$ cat src/common/tmpc_pkg.sv
// tmpc_pkg: register map, field layout, clock select codes and modes for the
// shared timer core with pin control.
// assumes: a 32-bit AHB-Lite register bus, one clock domain.
package tmpc_pkg;
  // byte offsets of the word registers
  localparam logic [7:0] TMPC_CTRL0_OFF = 8'h00; // timer_control_reg0
  localparam logic [7:0] TMPC_CTRL1_OFF = 8'h04; // output action, mode, clear source
  localparam logic [7:0] TMPC_CMPA_OFF = 8'h08; // compare_a_value
  localparam logic [7:0] TMPC_CMPB_OFF = 8'h0c; // compare b value
  localparam logic [7:0] TMPC_CMPP_OFF = 8'h10; // compare_p_value
  localparam logic [7:0] TMPC_PINC0_OFF = 8'h14; // timer_pin_control_0
  localparam logic [7:0] TMPC_PINC1_OFF = 8'h18; // timer_pin_control_1
  localparam logic [7:0] TMPC_STAT_OFF = 8'h1c; // sticky events, w1c
  localparam logic [7:0] TMPC_MASK_OFF = 8'h20; // interrupt mask
  localparam logic [7:0] TMPC_CNT_OFF = 8'h24; // counter, read only
  // control 0 fields
  localparam int TMPC_CKSEL_LSB = 4; // clock_select_field bits 6:4
  localparam int TMPC_ON_BIT = 3; // counter run; rising edge clears counter
  localparam int TMPC_EDGE_BIT = 0; // external input edge, not read; clock select codes 6 and 7 pick rise or fall
  // control 1 fields
  localparam int TMPC_ACT_LSB = 4; // output action bits 5:4
  localparam int TMPC_PWM_BIT = 3; // 1 = pwm on output pin
  localparam int TMPC_CCLR_BIT = 0; // 1 = clear on match a, 0 = on match p
  // pin control reset values
  localparam logic [7:0] TMPC_PINC0_RST = 8'h91;
  localparam logic [7:0] TMPC_PINC1_RST = 8'h11;
  // status bit positions
  localparam int TMPC_EV_P = 0;
  localparam int TMPC_EV_A = 1;
  localparam int TMPC_EV_B = 2;
  localparam int TMPC_NEV = 3;
  // clock selection codes
  typedef enum logic [2:0] {
    TMPC_CK_SYS4 = 3'h0, TMPC_CK_H = 3'h1, TMPC_CK_H16 = 3'h2, TMPC_CK_H64 = 3'h3,
    TMPC_CK_TBC = 3'h4, TMPC_CK_RSVD = 3'h5, TMPC_CK_EXTR = 3'h6, TMPC_CK_EXTF = 3'h7
  } tmpc_cksel_t;
  // compare match output actions
  typedef enum logic [1:0] {
    TMPC_ACT_NONE = 2'h0, TMPC_ACT_LOW = 2'h1, TMPC_ACT_HIGH = 2'h2, TMPC_ACT_TGL = 2'h3
  } tmpc_act_t;
  // prescaler divide counts
  localparam int TMPC_DIV_SYS = 4;
  localparam int TMPC_DIV_H16 = 16;
  localparam int TMPC_DIV_H64 = 64;
endpackage

$ cat src/common/tmpc_tick_if.sv
// tmpc_tick_if: count tick and external input select passed from clock select to core.
// assumes: one clock domain; tick is a one-cycle pulse, ext_sel a level.
`timescale 1ns/1ps
`default_nettype none
interface tmpc_tick_if;
  logic tick; // one count edge
  logic ext_sel; // external input chosen
  modport src (output tick, output ext_sel);
  modport dst (input tick, input ext_sel);
endinterface
`default_nettype wire

$ cat src/hdl/tmpc_top.sv
// What this block does
// - three-bit field picks counter clock source
// - reserved code connects no counter clock
// - compact/standard: separate P and A interrupts
// - enhanced: A, B, P each interrupt
// - match may clear counter, change pin
// - external input edge selectable rise/fall
// - external input used only when selected
// - external edges advance count as events
// - match drives pin high, low or toggle
// - pwm appears on compare output pin
// - port data bit inverts each pin
// - pin-control bit one routes pin
//
// tmpc_top: one timer core with compare P/A/B, output pins and pin control.
// assumes: AHB-Lite master on hclk; pins are synchronised inside.
//
// Local design decisions: the register offsets and the AHB-Lite slave port.
`timescale 1ns/1ps
`default_nettype none
module tmpc_top
  import tmpc_pkg::*;
#(
  parameter int CNT_W = 10, // counter width
  parameter int NOUT = 4, // output pins of this timer
  parameter bit ENHANCED = 1'b1 // comparator B present
) (
  input wire logic hclk,
  input wire logic hresetn,
  input wire logic hsel,
  input wire logic [31:0] haddr,
  input wire logic [1:0] htrans,
  input wire logic hwrite,
  input wire logic [2:0] hsize,
  input wire logic [31:0] hwdata,
  input wire logic hready,
  output logic [31:0] hrdata,
  output logic hreadyout,
  output logic hresp,
  input wire logic hclk_h_en,
  input wire logic time_base_clock,
  input wire logic timer_external_input,
  input wire logic [NOUT-1:0] port_data,
  output logic [NOUT-1:0] timer_output_pin,
  output logic [NOUT-1:0] timer_output_pin_en,
  output logic ext_input_route,
  output logic irq
);
  ////////////////////////////////////////////////////////////////////////////
  // registers
  logic [7:0] ctrl0_r; // clock select, on, edge
  logic [7:0] ctrl1_r; // action, pwm, clear source
  logic [CNT_W-1:0] cmpa_r;
  logic [CNT_W-1:0] cmpb_r;
  logic [CNT_W-1:0] cmpp_r;
  logic [7:0] pinc0_r; // timer_pin_control_0
  logic [7:0] pinc1_r; // timer_pin_control_1
  logic [TMPC_NEV-1:0] stat_r; // sticky events
  logic [TMPC_NEV-1:0] mask_r; // interrupt enables
  logic [CNT_W-1:0] cnt_r; // main counter
  logic out_r; // compare output level
  logic on_last_r; // previous on bit, for clear edge
  // bus data phase capture
  logic wr_pend_r;
  logic [7:0] addr_r;
  logic ev_p;
  logic ev_a;
  logic ev_b;
  logic clr_match;
  logic [TMPC_NEV-1:0] ev_vec;
  logic [TMPC_NEV-1:0] w1c;
  logic [NOUT-1:0] pin_en;
  logic [CNT_W-1:0] cnt_nxt;
  tmpc_tick_if tk();

  ////////////////////////////////////////////////////////////////////////////
  // clock source selection
  tmpc_clksel u_clksel (
    .hclk(hclk),
    .hresetn(hresetn),
    .hclk_h_en(hclk_h_en),
    .sel(ctrl0_r[TMPC_CKSEL_LSB+2:TMPC_CKSEL_LSB]),
    .ext_pin(timer_external_input),
    .tbc_pin(time_base_clock),
    .tk(tk.src)
  );

  // external input pin handed to the timer only while selected
  assign ext_input_route = tk.ext_sel;

  ////////////////////////////////////////////////////////////////////////////
  // ahb-lite slave: zero wait states, always OKAY
  function automatic logic sel_hit(input logic [7:0] a, input logic [7:0] off);
    sel_hit = (a == off);
  endfunction

  assign hreadyout = 1'b1;
  assign hresp = 1'b0;

  // capture address phase of a write so the data phase can commit it
  always_ff @(posedge hclk or negedge hresetn) begin
    if (!hresetn) begin
      wr_pend_r <= 1'b0;
      addr_r <= 8'h00;
    end else if (hready) begin
      wr_pend_r <= hsel & htrans[1] & hwrite;
      addr_r <= haddr[7:0];
    end
  end

  // read data registered in the address phase so it stands in the data phase
  always_ff @(posedge hclk or negedge hresetn) begin
    if (!hresetn) begin
      hrdata <= 32'h0000_0000;
    end else if (hready && hsel && htrans[1] && !hwrite) begin
      hrdata <= 32'h0000_0000;
      if (sel_hit(haddr[7:0], TMPC_CTRL0_OFF)) hrdata[7:0] <= ctrl0_r;
      if (sel_hit(haddr[7:0], TMPC_CTRL1_OFF)) hrdata[7:0] <= ctrl1_r;
      if (sel_hit(haddr[7:0], TMPC_CMPA_OFF)) hrdata[CNT_W-1:0] <= cmpa_r;
      if (sel_hit(haddr[7:0], TMPC_CMPB_OFF)) hrdata[CNT_W-1:0] <= cmpb_r;
      if (sel_hit(haddr[7:0], TMPC_CMPP_OFF)) hrdata[CNT_W-1:0] <= cmpp_r;
      if (sel_hit(haddr[7:0], TMPC_PINC0_OFF)) hrdata[7:0] <= pinc0_r;
      if (sel_hit(haddr[7:0], TMPC_PINC1_OFF)) hrdata[7:0] <= pinc1_r;
      if (sel_hit(haddr[7:0], TMPC_STAT_OFF)) hrdata[TMPC_NEV-1:0] <= stat_r;
      if (sel_hit(haddr[7:0], TMPC_MASK_OFF)) hrdata[TMPC_NEV-1:0] <= mask_r;
      if (sel_hit(haddr[7:0], TMPC_CNT_OFF)) hrdata[CNT_W-1:0] <= cnt_r;
    end
  end

  // register writes in the data phase; unmapped writes are dropped
  always_ff @(posedge hclk or negedge hresetn) begin
    if (!hresetn) begin
      ctrl0_r <= 8'h00;
      ctrl1_r <= 8'h00;
      cmpa_r <= '0;
      cmpb_r <= '0;
      cmpp_r <= '0;
      pinc0_r <= TMPC_PINC0_RST;
      pinc1_r <= TMPC_PINC1_RST;
      mask_r <= '0;
    end else if (wr_pend_r) begin
      if (sel_hit(addr_r, TMPC_CTRL0_OFF)) ctrl0_r <= hwdata[7:0];
      if (sel_hit(addr_r, TMPC_CTRL1_OFF)) ctrl1_r <= hwdata[7:0];
      if (sel_hit(addr_r, TMPC_CMPA_OFF)) cmpa_r <= hwdata[CNT_W-1:0];
      if (sel_hit(addr_r, TMPC_CMPB_OFF)) cmpb_r <= hwdata[CNT_W-1:0];
      if (sel_hit(addr_r, TMPC_CMPP_OFF)) cmpp_r <= hwdata[CNT_W-1:0];
      if (sel_hit(addr_r, TMPC_PINC0_OFF)) pinc0_r <= hwdata[7:0];
      if (sel_hit(addr_r, TMPC_PINC1_OFF)) pinc1_r <= hwdata[7:0];
      if (sel_hit(addr_r, TMPC_MASK_OFF)) mask_r <= hwdata[TMPC_NEV-1:0];
    end
  end

  ////////////////////////////////////////////////////////////////////////////
  // comparators: a match counts only on a tick, so no tick means no event
  assign ev_p = tk.tick && (cnt_nxt == cmpp_r);
  assign ev_a = tk.tick && (cnt_nxt == cmpa_r);
  assign ev_b = ENHANCED && tk.tick && (cnt_nxt == cmpb_r);
  assign ev_vec = {ev_b, ev_a, ev_p};
  assign clr_match = ctrl1_r[TMPC_CCLR_BIT] ? ev_a : ev_p;
  assign cnt_nxt = cnt_r + CNT_W'(1);

  // counter: holds without tick; cleared by on rising or the chosen match
  always_ff @(posedge hclk or negedge hresetn) begin
    if (!hresetn) begin
      cnt_r <= '0;
      on_last_r <= 1'b0;
    end else begin
      on_last_r <= ctrl0_r[TMPC_ON_BIT];
      if (ctrl0_r[TMPC_ON_BIT] && !on_last_r) begin
        cnt_r <= '0;
      end else if (ctrl0_r[TMPC_ON_BIT] && tk.tick) begin
        cnt_r <= clr_match ? '0 : cnt_nxt;
      end
    end
  end

  ////////////////////////////////////////////////////////////////////////////
  // interrupts: set wins over write-one-to-clear
  assign w1c = (wr_pend_r && sel_hit(addr_r, TMPC_STAT_OFF)) ? hwdata[TMPC_NEV-1:0] : '0;

  always_ff @(posedge hclk or negedge hresetn) begin
    if (!hresetn) begin
      stat_r <= '0;
    end else begin
      stat_r <= (stat_r & ~w1c) | (ev_vec & {TMPC_NEV{ctrl0_r[TMPC_ON_BIT]}});
    end
  end

  assign irq = |(stat_r & mask_r);

  ////////////////////////////////////////////////////////////////////////////
  // output pin: compare action or pwm (high below compare A, low after)
  always_ff @(posedge hclk or negedge hresetn) begin
    if (!hresetn) begin
      out_r <= 1'b0;
    end else if (ctrl1_r[TMPC_PWM_BIT]) begin
      out_r <= (cnt_r < cmpa_r);
    end else if (ev_a && ctrl0_r[TMPC_ON_BIT]) begin
      case (tmpc_act_t'(ctrl1_r[TMPC_ACT_LSB+1:TMPC_ACT_LSB]))
        TMPC_ACT_LOW: out_r <= 1'b0;
        TMPC_ACT_HIGH: out_r <= 1'b1;
        TMPC_ACT_TGL: out_r <= ~out_r;
        default: out_r <= out_r;
      endcase
    end
  end

  // pin enables come from the pin control registers, one bit per pin
  assign pin_en = NOUT'({pinc1_r, pinc0_r});

  // each pin carries the output true or inverted by its port data bit
  genvar gi;
  generate
    for (gi = 0; gi < NOUT; gi++) begin : g_pin
      assign timer_output_pin[gi] = pin_en[gi] ? (out_r ^ port_data[gi]) : 1'b0;
      assign timer_output_pin_en[gi] = pin_en[gi];
    end
  endgenerate

  ////////////////////////////////////////////////////////////////////////////
  // checks
  // counter holds when no count edge arrives and the run bit stays set
  chk_hold_no_tick: assert property (@(posedge hclk) disable iff (!hresetn)
    (!tk.tick && $past(ctrl0_r[TMPC_ON_BIT]) && ctrl0_r[TMPC_ON_BIT]) |=> $stable(cnt_r))
    else $error("counter moved without a tick");
  // reserved selection: no match event can be raised at all
  chk_rsvd_no_event: assert property (@(posedge hclk) disable iff (!hresetn)
    ctrl0_r[TMPC_CKSEL_LSB+2:TMPC_CKSEL_LSB] == TMPC_CK_RSVD |-> ev_vec == '0)
    else $error("match event without a clock");
  // an accepted edge advances the count by one unless a match clears it
  chk_count_step: assert property (@(posedge hclk) disable iff (!hresetn)
    (tk.tick && ctrl0_r[TMPC_ON_BIT] && on_last_r && !clr_match) |=> cnt_r == $past(cnt_nxt))
    else $error("count edge not applied");
  // a rising run bit restarts the count from zero
  chk_on_clear: assert property (@(posedge hclk) disable iff (!hresetn)
    (ctrl0_r[TMPC_ON_BIT] && !on_last_r) |=> cnt_r == '0)
    else $error("run bit rise did not clear counter");
  // each comparator sets its own status bit, even against a same-cycle clear
  chk_match_p_irq: assert property (@(posedge hclk) disable iff (!hresetn)
    (ev_p && ctrl0_r[TMPC_ON_BIT]) |=> stat_r[TMPC_EV_P])
    else $error("match p did not set status");
  chk_match_a_irq: assert property (@(posedge hclk) disable iff (!hresetn)
    (ev_a && ctrl0_r[TMPC_ON_BIT]) |=> stat_r[TMPC_EV_A])
    else $error("match a did not set status");
  chk_match_b_irq: assert property (@(posedge hclk) disable iff (!hresetn)
    (ev_b && ctrl0_r[TMPC_ON_BIT]) |=> stat_r[TMPC_EV_B])
    else $error("match b did not set status");
  // a stopped counter raises no new status bits
  chk_off_no_set: assert property (@(posedge hclk) disable iff (!hresetn)
    !ctrl0_r[TMPC_ON_BIT] |=> (stat_r & ~$past(stat_r)) == '0)
    else $error("status set while stopped");
  // write-one-to-clear lands when no event competes for the same bit
  chk_w1c_clear: assert property (@(posedge hclk) disable iff (!hresetn)
    (w1c & ev_vec) == '0 |=> (stat_r & $past(w1c)) == '0)
    else $error("status bit not cleared");
  // interrupt line is a pure level of pending and enabled bits
  chk_irq_level: assert property (@(posedge hclk) disable iff (!hresetn)
    (stat_r & mask_r) != '0 |-> irq) else $error("irq low with pending event");
  chk_irq_quiet: assert property (@(posedge hclk) disable iff (!hresetn)
    (stat_r & mask_r) == '0 |-> !irq) else $error("irq high with nothing pending");
  // the chosen match wraps the counter to zero
  chk_match_clear: assert property (@(posedge hclk) disable iff (!hresetn)
    (clr_match && ctrl0_r[TMPC_ON_BIT] && on_last_r) |=> cnt_r == '0)
    else $error("match did not clear counter");
  // output actions on a match of comparator a, pwm off
  chk_toggle_act: assert property (@(posedge hclk) disable iff (!hresetn)
    (ev_a && ctrl0_r[TMPC_ON_BIT] && !ctrl1_r[TMPC_PWM_BIT]
     && ctrl1_r[TMPC_ACT_LSB+1:TMPC_ACT_LSB] == TMPC_ACT_TGL) |=> out_r != $past(out_r))
    else $error("toggle action missed");
  chk_high_act: assert property (@(posedge hclk) disable iff (!hresetn)
    (ev_a && ctrl0_r[TMPC_ON_BIT] && !ctrl1_r[TMPC_PWM_BIT]
     && ctrl1_r[TMPC_ACT_LSB+1:TMPC_ACT_LSB] == TMPC_ACT_HIGH) |=> out_r)
    else $error("high action missed");
  chk_low_act: assert property (@(posedge hclk) disable iff (!hresetn)
    (ev_a && ctrl0_r[TMPC_ON_BIT] && !ctrl1_r[TMPC_PWM_BIT]
     && ctrl1_r[TMPC_ACT_LSB+1:TMPC_ACT_LSB] == TMPC_ACT_LOW) |=> !out_r)
    else $error("low action missed");
  chk_none_act: assert property (@(posedge hclk) disable iff (!hresetn)
    (ev_a && ctrl0_r[TMPC_ON_BIT] && !ctrl1_r[TMPC_PWM_BIT]
     && ctrl1_r[TMPC_ACT_LSB+1:TMPC_ACT_LSB] == TMPC_ACT_NONE) |=> $stable(out_r))
    else $error("idle action moved the pin");
  // pwm level follows count below compare a, one cycle later
  chk_pwm_level: assert property (@(posedge hclk) disable iff (!hresetn)
    ctrl1_r[TMPC_PWM_BIT] |=> out_r == ($past(cnt_r) < $past(cmpa_r)))
    else $error("pwm level wrong");
  // pin polarity and routing
  chk_pin_invert: assert property (@(posedge hclk) disable iff (!hresetn)
    pin_en[0] |-> timer_output_pin[0] == (out_r ^ port_data[0]))
    else $error("pin polarity wrong");
  chk_pin_off: assert property (@(posedge hclk) disable iff (!hresetn)
    (timer_output_pin & ~pin_en) == '0) else $error("disabled pin driven high");
  chk_route_out: assert property (@(posedge hclk) disable iff (!hresetn)
    ext_input_route |-> ctrl0_r[TMPC_CKSEL_LSB+2:TMPC_CKSEL_LSB+1] == 2'b11)
    else $error("input routed while not selected");
  // register writes land at the end of the data phase
  chk_ctrl0_write: assert property (@(posedge hclk) disable iff (!hresetn)
    (wr_pend_r && addr_r == TMPC_CTRL0_OFF) |=> ctrl0_r == 8'($past(hwdata)))
    else $error("control write lost");
  chk_cmpa_write: assert property (@(posedge hclk) disable iff (!hresetn)
    (wr_pend_r && addr_r == TMPC_CMPA_OFF) |=> cmpa_r == CNT_W'($past(hwdata)))
    else $error("compare write lost");
  chk_mask_write: assert property (@(posedge hclk) disable iff (!hresetn)
    (wr_pend_r && addr_r == TMPC_MASK_OFF) |=> mask_r == TMPC_NEV'($past(hwdata)))
    else $error("mask write lost");
  cov_match_a: cover property (@(posedge hclk) disable iff (!hresetn) ev_a ##1 irq);
  cov_pwm: cover property (@(posedge hclk) disable iff (!hresetn)
    ctrl1_r[TMPC_PWM_BIT] && $fell(out_r));
  cov_set_clear: cover property (@(posedge hclk) disable iff (!hresetn) |(ev_vec & w1c));
endmodule
`default_nettype wire

$ cat src/hdl/tmpc_clksel.sv
// tmpc_clksel: turns the chosen clock source into one-cycle count ticks.
// assumes: ext and tbc inputs are asynchronous pins, synchronised here.
`timescale 1ns/1ps
`default_nettype none
module tmpc_clksel
  import tmpc_pkg::*;
(
  input wire logic hclk,
  input wire logic hresetn,
  input wire logic hclk_h_en,
  input wire logic [2:0] sel,
  input wire logic ext_pin,
  input wire logic tbc_pin,
  tmpc_tick_if.src tk
);
  logic [1:0] ext_sync_r; // two-flop synchroniser for the external input
  logic [1:0] tbc_sync_r; // two-flop synchroniser for the time base
  logic ext_last_r; // previous synced level, for edge detect
  logic tbc_last_r;
  logic [5:0] pre_r; // free prescaler on the high clock enable
  logic rise_ext;
  logic fall_ext;
  logic rise_tbc;

  // synchronisers: first stage is read only by the second stage
  always_ff @(posedge hclk or negedge hresetn) begin
    if (!hresetn) begin
      ext_sync_r <= 2'h0;
      tbc_sync_r <= 2'h0;
      ext_last_r <= 1'b0;
      tbc_last_r <= 1'b0;
    end else begin
      ext_sync_r <= {ext_sync_r[0], ext_pin};
      tbc_sync_r <= {tbc_sync_r[0], tbc_pin};
      ext_last_r <= ext_sync_r[1];
      tbc_last_r <= tbc_sync_r[1];
    end
  end

  // prescaler advances on every high clock enable
  always_ff @(posedge hclk or negedge hresetn) begin
    if (!hresetn) begin
      pre_r <= 6'h0;
    end else if (hclk_h_en) begin
      pre_r <= pre_r + 6'h1;
    end
  end

  assign rise_ext = ext_sync_r[1] & ~ext_last_r;
  assign fall_ext = ~ext_sync_r[1] & ext_last_r;
  assign rise_tbc = tbc_sync_r[1] & ~tbc_last_r;

  // source mux; the system divider reuses pre_r low bits
  always_comb begin
    tk.tick = 1'b0;
    tk.ext_sel = 1'b0;
    case (tmpc_cksel_t'(sel))
      TMPC_CK_SYS4: tk.tick = (pre_r[1:0] == 2'(TMPC_DIV_SYS - 1)) & hclk_h_en;
      TMPC_CK_H: tk.tick = hclk_h_en;
      TMPC_CK_H16: tk.tick = hclk_h_en & (pre_r[3:0] == 4'(TMPC_DIV_H16 - 1));
      TMPC_CK_H64: tk.tick = hclk_h_en & (pre_r == 6'(TMPC_DIV_H64 - 1));
      TMPC_CK_TBC: tk.tick = rise_tbc;
      TMPC_CK_RSVD: tk.tick = 1'b0; // no clock connected
      TMPC_CK_EXTR: begin
        tk.ext_sel = 1'b1;
        tk.tick = rise_ext; // each active edge counts
      end
      TMPC_CK_EXTF: begin
        tk.ext_sel = 1'b1;
        tk.tick = fall_ext;
      end
      default: tk.tick = 1'b0;
    endcase
  end

  // covers: external edges counted, reserved selection idle
  cov_ext_tick: cover property (@(posedge hclk) disable iff (!hresetn) tk.ext_sel && tk.tick);
  cov_rsvd: cover property (@(posedge hclk) disable iff (!hresetn) sel == TMPC_CK_RSVD);
  chk_reserved_no_tick: assert property (@(posedge hclk) disable iff (!hresetn)
    sel == TMPC_CK_RSVD |-> !tk.tick) else $error("tick under reserved select");
  chk_ext_route: assert property (@(posedge hclk) disable iff (!hresetn)
    tk.ext_sel |-> sel[2] && sel[1]) else $error("ext routed when unselected");
  // edge detect is combinational: the tick stands in the cycle the synced level moves
  chk_ext_edge: assert property (@(posedge hclk) disable iff (!hresetn)
    (sel == TMPC_CK_EXTR && $rose(ext_sync_r[1])) |-> tk.tick)
    else $error("rising ext edge not counted");
  chk_ext_fall: assert property (@(posedge hclk) disable iff (!hresetn)
    (sel == TMPC_CK_EXTF && $fell(ext_sync_r[1])) |-> tk.tick)
    else $error("falling ext edge not counted");
endmodule
`default_nettype wire

$ cat config.mk
export PLATFORM = sky130hd
export DESIGN_NAME = tmpc_top
export DESIGN_NICKNAME = d
export VERILOG_FILES = /design/src/common/tmpc_pkg.sv /design/src/common/tmpc_tick_if.sv /design/src/hdl/tmpc_top.sv /design/src/hdl/tmpc_clksel.sv
export SDC_FILE = /design/constraint.sdc
export NUM_CORES = 1
export LEC_CHECK = 0
export BUFFER_PORTS_ARGS = -buffer_cell sky130_fd_sc_hd__buf_4
export CELL_PAD_IN_SITES_DETAIL_PLACEMENT = 0
export CELL_PAD_IN_SITES_GLOBAL_PLACEMENT = 1
export CORE_AREA = 2 2 126 128
export CTS_CLUSTER_SIZE = 16
export DETAILED_ROUTE_END_ITERATION = 16
export DIE_AREA = 0 0 128 130
export PLACE_DENSITY = 0.83
export REMOVE_ABC_BUFFERS = 1
export SLEW_MARGIN = 5
export SYNTH_ARGS = -nofsm -noshare
export SYNTH_HDL_FRONTEND = slang
export SYNTH_SLANG_ARGS = --single-unit
$ cat constraint.sdc
create_clock -name hclk -period 3.1 [get_ports hclk]
set_input_delay 0.465 -clock hclk [delete_from_list [all_inputs] [get_ports hclk]]
set_output_delay 0.465 -clock hclk [all_outputs]
set_load 0.05 [all_outputs]
# Word level (Yosys, flattened, before mapping)
# Index checks and enable logic that the tools add are counted.
[totals]
word_cells = 130
in_bits = 81
romBits = 0
latchBits = 0
ram_bits = 0
regBits = 111
mem_count = 0
output_inout_bits = 44
[op_classes]
div_mod_pow = 0
n_bitwise = 21
magnitude_cmp = 1
multipliers = 0
n_eq_ne = 33
shifts = 0
reduce_logical = 29
muxes = 24
n_addsub = 2
[ops]
columns = ["operator", "count"]
rows = [
  ["$mux W10", 7],
  ["$eq A8 B5 Y1 const B", 8],
  ["$eq A8 B4 Y1 const B", 4],
  ["$mux W8", 4],
  ["$eq A10 B10 Y1", 3],
  ["$eq A8 B6 Y1 const B", 3],
  ["$reduce_and A2 Y1", 9],
  ["$eq A8 B3 Y1 const B", 2],
  ["$logic_not A8 Y1", 2],
  ["$eq A3 B3 Y1 const B", 4],
  ["$add A10 B1 Y10 const B", 1],
  ["$logic_and A1 B1 Y1", 10],
  ["$lt A10 B10 Y1", 1],
  ["$and A3 B3 Y3", 3],
  ["$mux W3", 3],
  ["$and A1 B1 Y1", 8],
  ["$mux W1", 8],
  ["$pmux W1 S8", 1],
  ["$add A6 B1 Y6 const B", 1],
  ["$eq A2 B2 Y1 const B", 3],
  ["$eq A3 B2 Y1 const B", 2],
  ["$eq A6 B6 Y1 const B", 1],
  ["$eq A4 B4 Y1 const B", 1],
  ["$not A1 Y1", 4],
  ["12 further kinds", 17],
]

# Logic depth before layout (Yosys ltp)
# Gate-level depths: netlist of the first run.
[logic_depth]
ltp_word = 11
depth_mapped = 11
ltp_nobuf = 9

# Hierarchy
# Synthesis of the first run repeated with hierarchy kept, for this count alone.
[unflattened]
cells_unflattened = 636
area_unflattened_um2 = 6483.7
[by_module_without_submodules]
columns = ["mod", "n_inst", "seq_area_each_um2", "cells_each", "area_per_inst_um2"]
rows = [
  ["tmpc_top", 1, 2483.6, 601, 6009.5],
  ["tmpc_clksel", 1, 300.3, 35, 474.2],
]

# Worst setup path before layout of the first run
# OpenSTA, ideal clock, no wires.
[synth_path]
kind = "register to register"
from = "register cnt_r[0]"
to = "register cnt_r[4]"
required_ns = 3.016
n_path_buf = 3
synth_period_minus_slack_ns = 2.459
t_arrival_ns = 2.376
path_slack_ns = 0.641
setup_time_ns = 0.084
stages_incl_launch_ff = 12
path_cell_list = "dfrtp_1 > ha_1 > buf_4 > and4_4 > and4_1 > buf_4 > xnor3_1 > o2111a_1 > a32oi_4 > buf_6 > nand3_1 > a31oi_1"
[synth_between]
elab_chain_cells = 7
elab_cells_between_ends = 9
cone_classes = "add/sub: 1; eq/ne: 2; mux: 4; reduce/logical: 2"
[synth_rtl]
columns = ["element", "line", "text"]
rows = [
  ["start, declared", "tmpc_top.sv:60", "logic [CNT_W-1:0] cnt_r;"],
  ["start signal, assigned", "tmpc_top.sv:172", "cnt_r <= clr_match ? '0 : cnt_nxt;"],
  ["$add A10 B1 Y10 *", "tmpc_top.sv:160", "assign cnt_nxt = cnt_r + CNT_W'(1);"],
  ["$eq A10 B10 Y1 (on tied branches)", "tmpc_top.sv:155, tmpc_top.sv:156", ""],
  ["$logic_and A1 B1 Y1 (on tied branches)", "tmpc_top.sv:155, tmpc_top.sv:156", ""],
  ["$mux W1", "tmpc_top.sv:159", "assign clr_match = ctrl1_r[TMPC_CCLR_BIT] ? ev_a : ev_p;"],
  ["$mux W10 *", "tmpc_top.sv:172", ""],
  ["$mux W10 *", "tmpc_top.sv:171", "end else if (ctrl0_r[TMPC_ON_BIT] && tk.tick) begin"],
  ["$mux W10 *", "tmpc_top.sv:169", "if (ctrl0_r[TMPC_ON_BIT] && !on_last_r) begin"],
]
# Every way passes the cells marked *; elsewhere a longest branch is shown, timed or not. The select of a mux whose other input is x is not followed.
# A chain may end at the register's enable or synchronous reset.

# Worst setup path in the final report of the first run
[layout_path]
from = "register cnt_r[1]"
to = "register out_r"
[layout_between]
elab_chain_cells = 6
elab_cells_between_ends = 8
cone_classes = "add/sub: 1; order compare: 1; eq/ne: 1; mux: 1; reduce/logical: 4"
[layout_rtl]
columns = ["element", "line", "text"]
rows = [
  ["$add A10 B1 Y10", "tmpc_top.sv:160", ""],
  ["$eq A10 B10 Y1", "tmpc_top.sv:156", "assign ev_a = tk.tick && (cnt_nxt == cmpa_r);"],
  ["$logic_and A1 B1 Y1", "tmpc_top.sv:156", ""],
  ["$logic_and A1 B1 Y1", "tmpc_top.sv:198", "end else if (ev_a && ctrl0_r[TMPC_ON_BIT]) begin"],
  ["$reduce_bool A2 Y1 (no source line)", "-", ""],
  ["$reduce_and A2 Y1 (no source line)", "-", ""],
  ["end signal, assigned", "tmpc_top.sv:197", "out_r <= (cnt_r < cmpa_r);"],
  ["end signal, assigned", "tmpc_top.sv:202", "TMPC_ACT_TGL: out_r <= ~out_r;"],
  ["end signal, assigned", "tmpc_top.sv:203", "default: out_r <= out_r;"],
  ["end, declared", "tmpc_top.sv:61", "logic out_r;"],
]
# Several ways; a longest one is shown, not always the timed one.

==> results.ini, run 1 <==
[outcome]
status = finished, final reports clean

[detailed_routing]
drt-initial-drc-count = 422
ant_nets = 0
first_pass_iters = 5
vias = 5060
wire_per_inst_um = 20.09
drcViolationCount = 0
vias_per_cell = 5.737
finalWirelength_mm = 17.72

[layout]
finalNetCount = 780
area_growth_pct = 12.82
num_antenna_cells = 0
drive_above_1_share_pct = 23.62

[power_and_ir_drop]
max-vdd-ir-drop_uv = 420.3
swShare_pct = 31.28
p_sw_mw = 1.134
internal_power_mw = 2.492
power_mw = 3.626
leakagePower_nw = 3.233
p_per_area_nw_per_um2 = 495.2
pwr-share-clk_pct = 33.9
power_frac_seq_pct = 47.2
p_comb_share_pct = 19.0

[sta]
clock.fmax_mhz = 349.3
drv_slew = 0
timing.setup.tns_ns = 0
worst_pin_slew_ns = 0.7746
finalCriticalPeriod_ns = 2.863
fin_skew_ns = 0.01012
min_period_over_period_pct = 92.34
slew_headroom_pct = 47.96
setup_violations = 0
hold_violations = 0
rsz0062_at_grt = no

[worst_setup_path]
reg2reg_from = cnt_r[1]
cp-startpoint = cnt_r[1]
worstPathMaxFanout = 6
critical_path_class = reg -> reg
critPathLaunchType = register
critPathArrivalTime_ns = 3.11
r2r-end = out_r
cp_slowest_cell = dfrtp_1
required_ns = 3.35
critPathCaptureType = register
critPathBufInv = 1
crit_chain = ha_1 > buf_4 > nor2_1 > nor2_1 > o311ai_0 > or4b_1 > and4bb_1 > a311o_1 > a21oi_1
crit_family = simple AND/OR/NAND/NOR gates
ff2ff_path_depth = 9
crit_top_cell = nor2_1
cpPeakStageDelay_ns = 0.48
ff2ff_setup_slack_ns = 0.24

[logic_synthesis]
synth_cells = 638
yosysTopAreaCell = dfrtp_1
synth_flop_cell = dfrtp_1
synth_area_per_cell_sq_um = 10.17
ys_async_sr_fraction_pct = 100.0
ys_top_cells_by_area = dfrtp_1 (41%), mux2_2 (10%), buf_4 (3.7%)
synth.distinct_cells = 75
synth_top_area_share_pct = 40.86
netlist_area_sq_um = 6491
synth_seq_area_share_pct = 42.89
synth_common_cells = dfrtp_1 (106), mux2_2 (59), nand2_1 (48), o21ai_0 (42), nor2_1 (35)
yosys_warnings = 0
synth_most_common_cell = dfrtp_1
synth-edff-count = 0
ys_seq_elements = 111

[clocking]
clock-sinks = 111
cts_made_buffers = 9
cts_htree_levels = 3
clk_path_buf_depth = 2
clk_pin_slew_ns = 0.08
cts_tree = yes
cts_resized = 0
clk_latency_ns = 0.37
cts_root_buffer = clkbuf_16

[floorplanning]
dieArea_sq_um = 16640
start_util_pct = 42.08
rows = 46
io_pins = 125
fp.dieW_um = 128
die_h_um = 130
coreArea_sq_um = 15420

[global_routing]
grt_pass1_wl_mm = 28.36
grt_pass1_vias = 5141
antenna_found_initial = 0
grt_max_degree = 54
grt.total_usage_pct = 22.41
overflow = 0

[run]
cap_viol_max_count = 0

[worst_hold_path]
hp-class = in -> async

[placement]
dp_hpwl_mm = 13.24
portBuffers = 50
routabilityCongestion = 0.9274

[power by group through the flow]
stage	Combinational, mW	Clock, mW	Sequential [mW]
after floorplan	0.417	0	1.74
after global placement	0.667	0	1.73
after detailed placement	0.688	0	1.73
after CTS	0.689	1.24	1.71
after global routing	0.754	1.30	1.73
final	0.688	1.23	1.71
[cell usage in the layout (no fill, tap or decap), types with 14 or more instances in the layout]
cell	n
dfrtp_1	106
ha_1	14
a21oi_1	25
conb_1	24
o21ai_0	42
nand2_1	48
nor2_1	35
buf_4	69
xor2_1	16
a31oi_1	20
xnor2_1	18
mux2_2	59
inv_1	25
[routing by layer]
| layer | track usage [%] | wire length [um] |
|---|---|---|
| met4 | 6.658 | 373 |
| met5 | 0 | 0 |
| met3 | 6.191 | 1088 |
| met1 | 30.01 | 7811 |
| met2 | 35.80 | 8444 |
[flip-flops by register name (all words and copies together), names as in the netlist]
| name | flops |
|---|---|
| u_clksel.pre_r | 6 |
| ctrl0_r | 8 |
| ctrl1_r | 8 |
| u_clksel.tbc_last_r | 1 |
| u_clksel.ext_last_r | 1 |
| mask_r | 3 |
| u_clksel.ext_sync_r | 2 |
| wr_pend_r | 1 |
| cmpb_r | 10 |
| stat_r | 3 |
| pinc1_r | 8 |
| pinc0_r | 8 |
| addr_r | 8 |
| on_last_r | 1 |
| cnt_r | 10 |
| cmpp_r | 10 |
| out_r | 1 |
| cmpa_r | 10 |
| u_clksel.tbc_sync_r | 2 |
| hrdata | 10 |
[logic make-up after synthesis]
kind of cell	share of synthesized area [%]
adders and majority gates	2.699
AOI/OAI and AO/OA	15.21
and+or+nand+nor	14.84
other	0.1157
xor gates and xnor gates	5.628
DFF	42.89
buffers and inverters	6.842
muxes	11.78
[area by class of cell]
class / instances / area [sq um]
Clock buffer: 9 / 225.2
Clock inverter: 7 / 92.59
Fill cell: 1421 / 8102
Inverter: 26 / 97.59
Multi-Input combinational cell: 467 / 3346
Sequential cell: 111 / 2784
Tap cell: 192 / 240.2
Timing Repair Buffer: 70 / 538.0
[metrics by stage]
step / instance area [sq um] / std cells / setup WS (ns) / util [%] / hold slack, ns
2_1_floorplan: 6227 / 604 / 0.6088 / - / 0.1694
3_3_place_gp: 6985 / 865 / 0.2922 / 45.29 / 0.3394
3_5_place_dp: 6985 / 865 / 0.1902 / 45.29 / 0.3379
4_1_cts: 7303 / 881 / 0.1744 / 47.35 / 0.1605
5_1_grt: 7323 / 882 / 0.08510 / 47.48 / 0.1903
6_report: 7323 / 882 / 0.2374 / 47.48 / 0.1375
[how the worst max path moves through the flow]
stage | to | slack (ns) | cells after the start
after detailed placement | cnt_r[7] | 0.19 | 8
after global placement | cnt_r[3] | 0.29 | 8
after floorplan | cnt_r[3] | 0.61 | 8
final | out_r | 0.24 | 9
after CTS | cnt_r[6] | 0.17 | 8
after global routing | out_r | 0.09 | 9
[timing repair]
| action | 4_1_cts | 5_1_grt |
|---|---|---|
| setup endpoints to repair | 0 | 4 |
| setup buffers | 0 | 1 |
| hold buffers | 0 | 0 |
[worst reg2reg max path: cells and delay by family, from the launching register on]
family          cells  cell delay [ns]
compound gates      3             0.71
fa+ha+maj           1             0.28
simple gates        4             1.11
flops               1             0.48
buf+inv             1             0.17
No activity file was read; power rests on OpenSTA's default activity.
==> run 2: changes to the inputs <==
Settings changed: ABC_AREA set to 1, CORE_AREA 2 2 126 128 to 2 2 128 130, DIE_AREA 0 0 128 130 to 0 0 130 132, PLACE_DENSITY 0.83 to 0.84.
==> run 2 against run 1 <==
Effect of this change:
- first-iteration DRC count is 6.2% higher
- clock power hardly changed
- combinational power grew 32%
- via count grew 5.7%
- area after synthesis is 4.3% lower
- critical endpoint is now cnt_r[3]
==> results.ini, run 2 <==
[sta]
setup_violations = 0  ; unchanged
fin_skew_ns = 0.009472  ; was 0.01012 ns
finalCriticalPeriod_ns = 2.461  ; was 2.863 ns
slew_headroom_pct = 44.80  ; was 47.96%
timing.setup.tns_ns = 0  ; unchanged
hold_violations = 0  ; unchanged
rsz0062_at_grt = no  ; unchanged
worst_pin_slew_ns = 0.8225  ; was 0.7746 ns
drv_slew = 0  ; unchanged
min_period_over_period_pct = 79.40  ; was 92.34%
clock.fmax_mhz = 406.3  ; was 349.3 MHz
holdWs_ns = 0.1111  ; was 0.1375 ns

[power_and_ir_drop]
p_sw_mw = 1.386  ; was 1.134 mW
power_frac_seq_pct = 45.9  ; was 47.2%
leakagePower_nw = 3.921  ; was 3.233 nW
p_comb_share_pct = 23.0  ; was 19.0%
pwr-share-clk_pct = 31.1  ; was 33.9%
p_per_area_nw_per_um2 = 563.9  ; was 495.2 nW/um^2
swShare_pct = 34.96  ; was 31.28%
internal_power_mw = 2.578  ; was 2.492 mW
max-vdd-ir-drop_uv = 412.0  ; was 420.3 uV

[logic_synthesis]
yosysTopAreaCell = dfrtp_1  ; unchanged
synth_cells = 840  ; was 638
yosys_warnings = 0  ; unchanged
ys_async_sr_fraction_pct = 100.0  ; unchanged
synth_most_common_cell = nand2_1  ; was dfrtp_1
synth_seq_area_share_pct = 44.81  ; was 42.89%
synth_flop_cell = dfrtp_1  ; unchanged
ys_seq_elements = 111  ; unchanged
synth_common_cells = nand2_1 (270), dfrtp_1 (106), inv_1 (97), o21ai_0 (95), nor2_1 (56)  ; was dfrtp_1 (106), mux2_2 (59), nand2_1 (48), o21ai_0 (42), nor2_1 (35)
synth.distinct_cells = 34  ; was 75
synth-edff-count = 0  ; unchanged
synth_area_per_cell_sq_um = 7.395  ; was 10.17 sq um
ys_top_cells_by_area = dfrtp_1 (43%), nand2_1 (16%), o21ai_0 (7.7%)  ; was dfrtp_1 (41%), mux2_2 (10%), buf_4 (3.7%)
synth_top_area_share_pct = 42.70  ; was 40.86%
netlist_area_sq_um = 6212  ; was 6491 sq um

[clocking]
cts_tree = yes  ; unchanged
clk_pin_slew_ns = 0.07  ; was 0.08 ns
cts_made_buffers = 9  ; unchanged
post-cts-setup-buffer-count = 0  ; unchanged
cts_resized = 0  ; unchanged
clk_path_buf_depth = 2  ; unchanged
holdBufCountCts = 0  ; unchanged
clk_latency_ns = 0.36  ; was 0.37 ns
clock-sinks = 111  ; unchanged
cts_root_buffer = clkbuf_16  ; unchanged
cts_htree_levels = 3  ; unchanged

[layout]
finalNetCount = 979  ; was 780
most-common-layout-cells = nand2_1 (270), dfrtp_1 (106), inv_1 (97), o21ai_0 (95), nor2_1 (56)  ; was dfrtp_1 (106), buf_4 (69), mux2_2 (59), nand2_1 (48), o21ai_0 (42)
drive_above_1_share_pct = 12.15  ; was 23.62%
fillCellCount = 1669  ; was 1421
area_growth_pct = 13.15  ; was 12.82%
num_antenna_cells = 0  ; unchanged
final_common_cell = nand2_1  ; was dfrtp_1

[worst_setup_path]
cp_slowest_cell = dfrtp_1  ; unchanged
crit_top_cell = nand2_1  ; was nor2_1
required_ns = 3.35  ; about the same
critPathArrivalTime_ns = 2.71  ; was 3.11 ns
critPathBufInv = 1  ; unchanged
critPathCaptureType = register  ; unchanged
cpPeakStageDelay_ns = 0.61  ; was 0.48 ns
crit_family = simple AND/OR/NAND/NOR gates  ; unchanged
worstPathMaxFanout = 10  ; was 6
crit_chain = ha_1 > inv_2 > nand2_1 > nand2_1 > nand2_1 > nand3_1 > nor2_1 > nand3_1 > nor2_1 > nand4_1 > nand2_2 > nand2_4 > nand3_1 > nand2_1  ; was ha_1 > buf_4 > nor2_1 > nor2_1 > o311ai_0 > or4b_1 > and4bb_1 > a311o_1 > a21oi_1
critPathLaunchType = register  ; unchanged
critical_path_class = reg -> reg  ; unchanged

[floorplanning]
dieArea_sq_um = 17160  ; was 16640 sq um
die_h_um = 132  ; was 130 um
rows = 46  ; unchanged
coreArea_sq_um = 15710  ; was 15420 sq um
io_pins = 125  ; unchanged
fp.dieW_um = 130  ; was 128 um
start_util_pct = 39.54  ; was 42.08%

[detailed_routing]
drt-initial-drc-count = 448  ; was 422
wire_per_inst_um = 14.79  ; was 20.09 um
vias = 5348  ; was 5060
first_pass_iters = 5  ; unchanged
drcViolationCount = 0  ; unchanged
vias_per_cell = 4.840  ; was 5.737
finalWirelength_mm = 16.34  ; was 17.72 mm
ant_nets = 0  ; unchanged

[global_routing]
grt_pass1_vias = 5041  ; was 5141
grt.total_usage_pct = 20.44  ; was 22.41%
antenna_found_initial = 0  ; unchanged
grt_pass1_wl_mm = 27.08  ; was 28.36 mm
grt_max_degree = 66  ; was 54
overflow = 0  ; unchanged

[placement]
routabilityCongestion = 0.9583  ; was 0.9274
portBuffers = 50  ; unchanged
dp_hpwl_mm = 12.35  ; was 13.24 mm

[worst_hold_path]
hp-class = in -> async  ; unchanged

[run]
cap_viol_max_count = 0  ; unchanged

[outcome]
status = finished, final reports clean  ; unchanged

run 2: cell type report:
cell class | instances | area (sq um) | area share (%)
repair buffers | 56 | 432.9 | 6.159
inverters | 104 | 390.4 | 5.554
flip-flops and latches | 111 | 2784 | 39.60
multi-input cells | 602 | 2839 | 40.39
clock buffers | 10 | 239.0 | 3.400
clock inverters | 6 | 73.82 | 1.050
well taps | 216 | 270.3 | 3.845
run 2: power by group through the flow:
stage                     Combinational, mW  Sequential [mW]  Clock (mW)
after floorplan                       0.641             1.81           0
after global placement                0.902             1.84           0
after detailed placement              0.912             1.85           0
after CTS                             0.917             1.82        1.27
after global routing                   1.04             1.85        1.33
final                                 0.911             1.82        1.23
run 2: path summary, 6_finish.rpt:
kind | start | to | slack [ns] | cells past startpoint
worst max-delay path | cnt_r[0] | cnt_r[3] | 0.64 | 14
worst min-delay path | hresetn | pinc0_r[2] | 0.11 | 1
worst max register to register | cnt_r[0] | cnt_r[3] | 0.64 | 14
worst min register to register | u_clksel.ext_sync_r[0] | u_clksel.ext_sync_r[1] | 0.36 | 0
max in group asynchronous | hresetn | pinc0_r[7] | 2.19 | 2
min in group hclk | timer_external_input | u_clksel.ext_sync_r[0] | 0.21 | 1
run 2: stage by stage:
step	std cells	utilization (%)	instance area (sq um)	total power, mW	setup WS, ns
after floorplan	817	-	6013	2.452	1.209
after global placement	1089	42.75	6716	2.745	0.6707
after detailed placement	1089	42.75	6716	2.759	0.6725
after CTS	1105	44.74	7029	4.002	0.6551
after global routing	1105	44.74	7029	4.222	0.4547
final	1105	44.74	7029	3.964	0.6386
run 2: metal layers:
layer / global-route usage, % / vias up / share of wire, %
li1: - / 2728 / -
met1: 31.28 / 2446 / 50
met2: 29.73 / 152 / 43
met3: 3.125 / 22 / 6.1
met4: 5.974 / 0 / 1.8
met5: 0 / - / 0
run 2: cell families (layout without fill, tap and decap cells):
| group | after synthesis | after routing | share of synthesized area (%) |
|---|---|---|---|
| xor+xnor | 10 | 10 | 1.410 |
| fa+ha+maj | 14 | 14 | 2.820 |
| buf+inv | 149 | 176 | 10.82 |
| other cells | 2 | 24 | 0.1209 |
| simple gates | 429 | 429 | 29.49 |
| compound gates | 125 | 125 | 10.53 |
| flops | 111 | 111 | 44.81 |
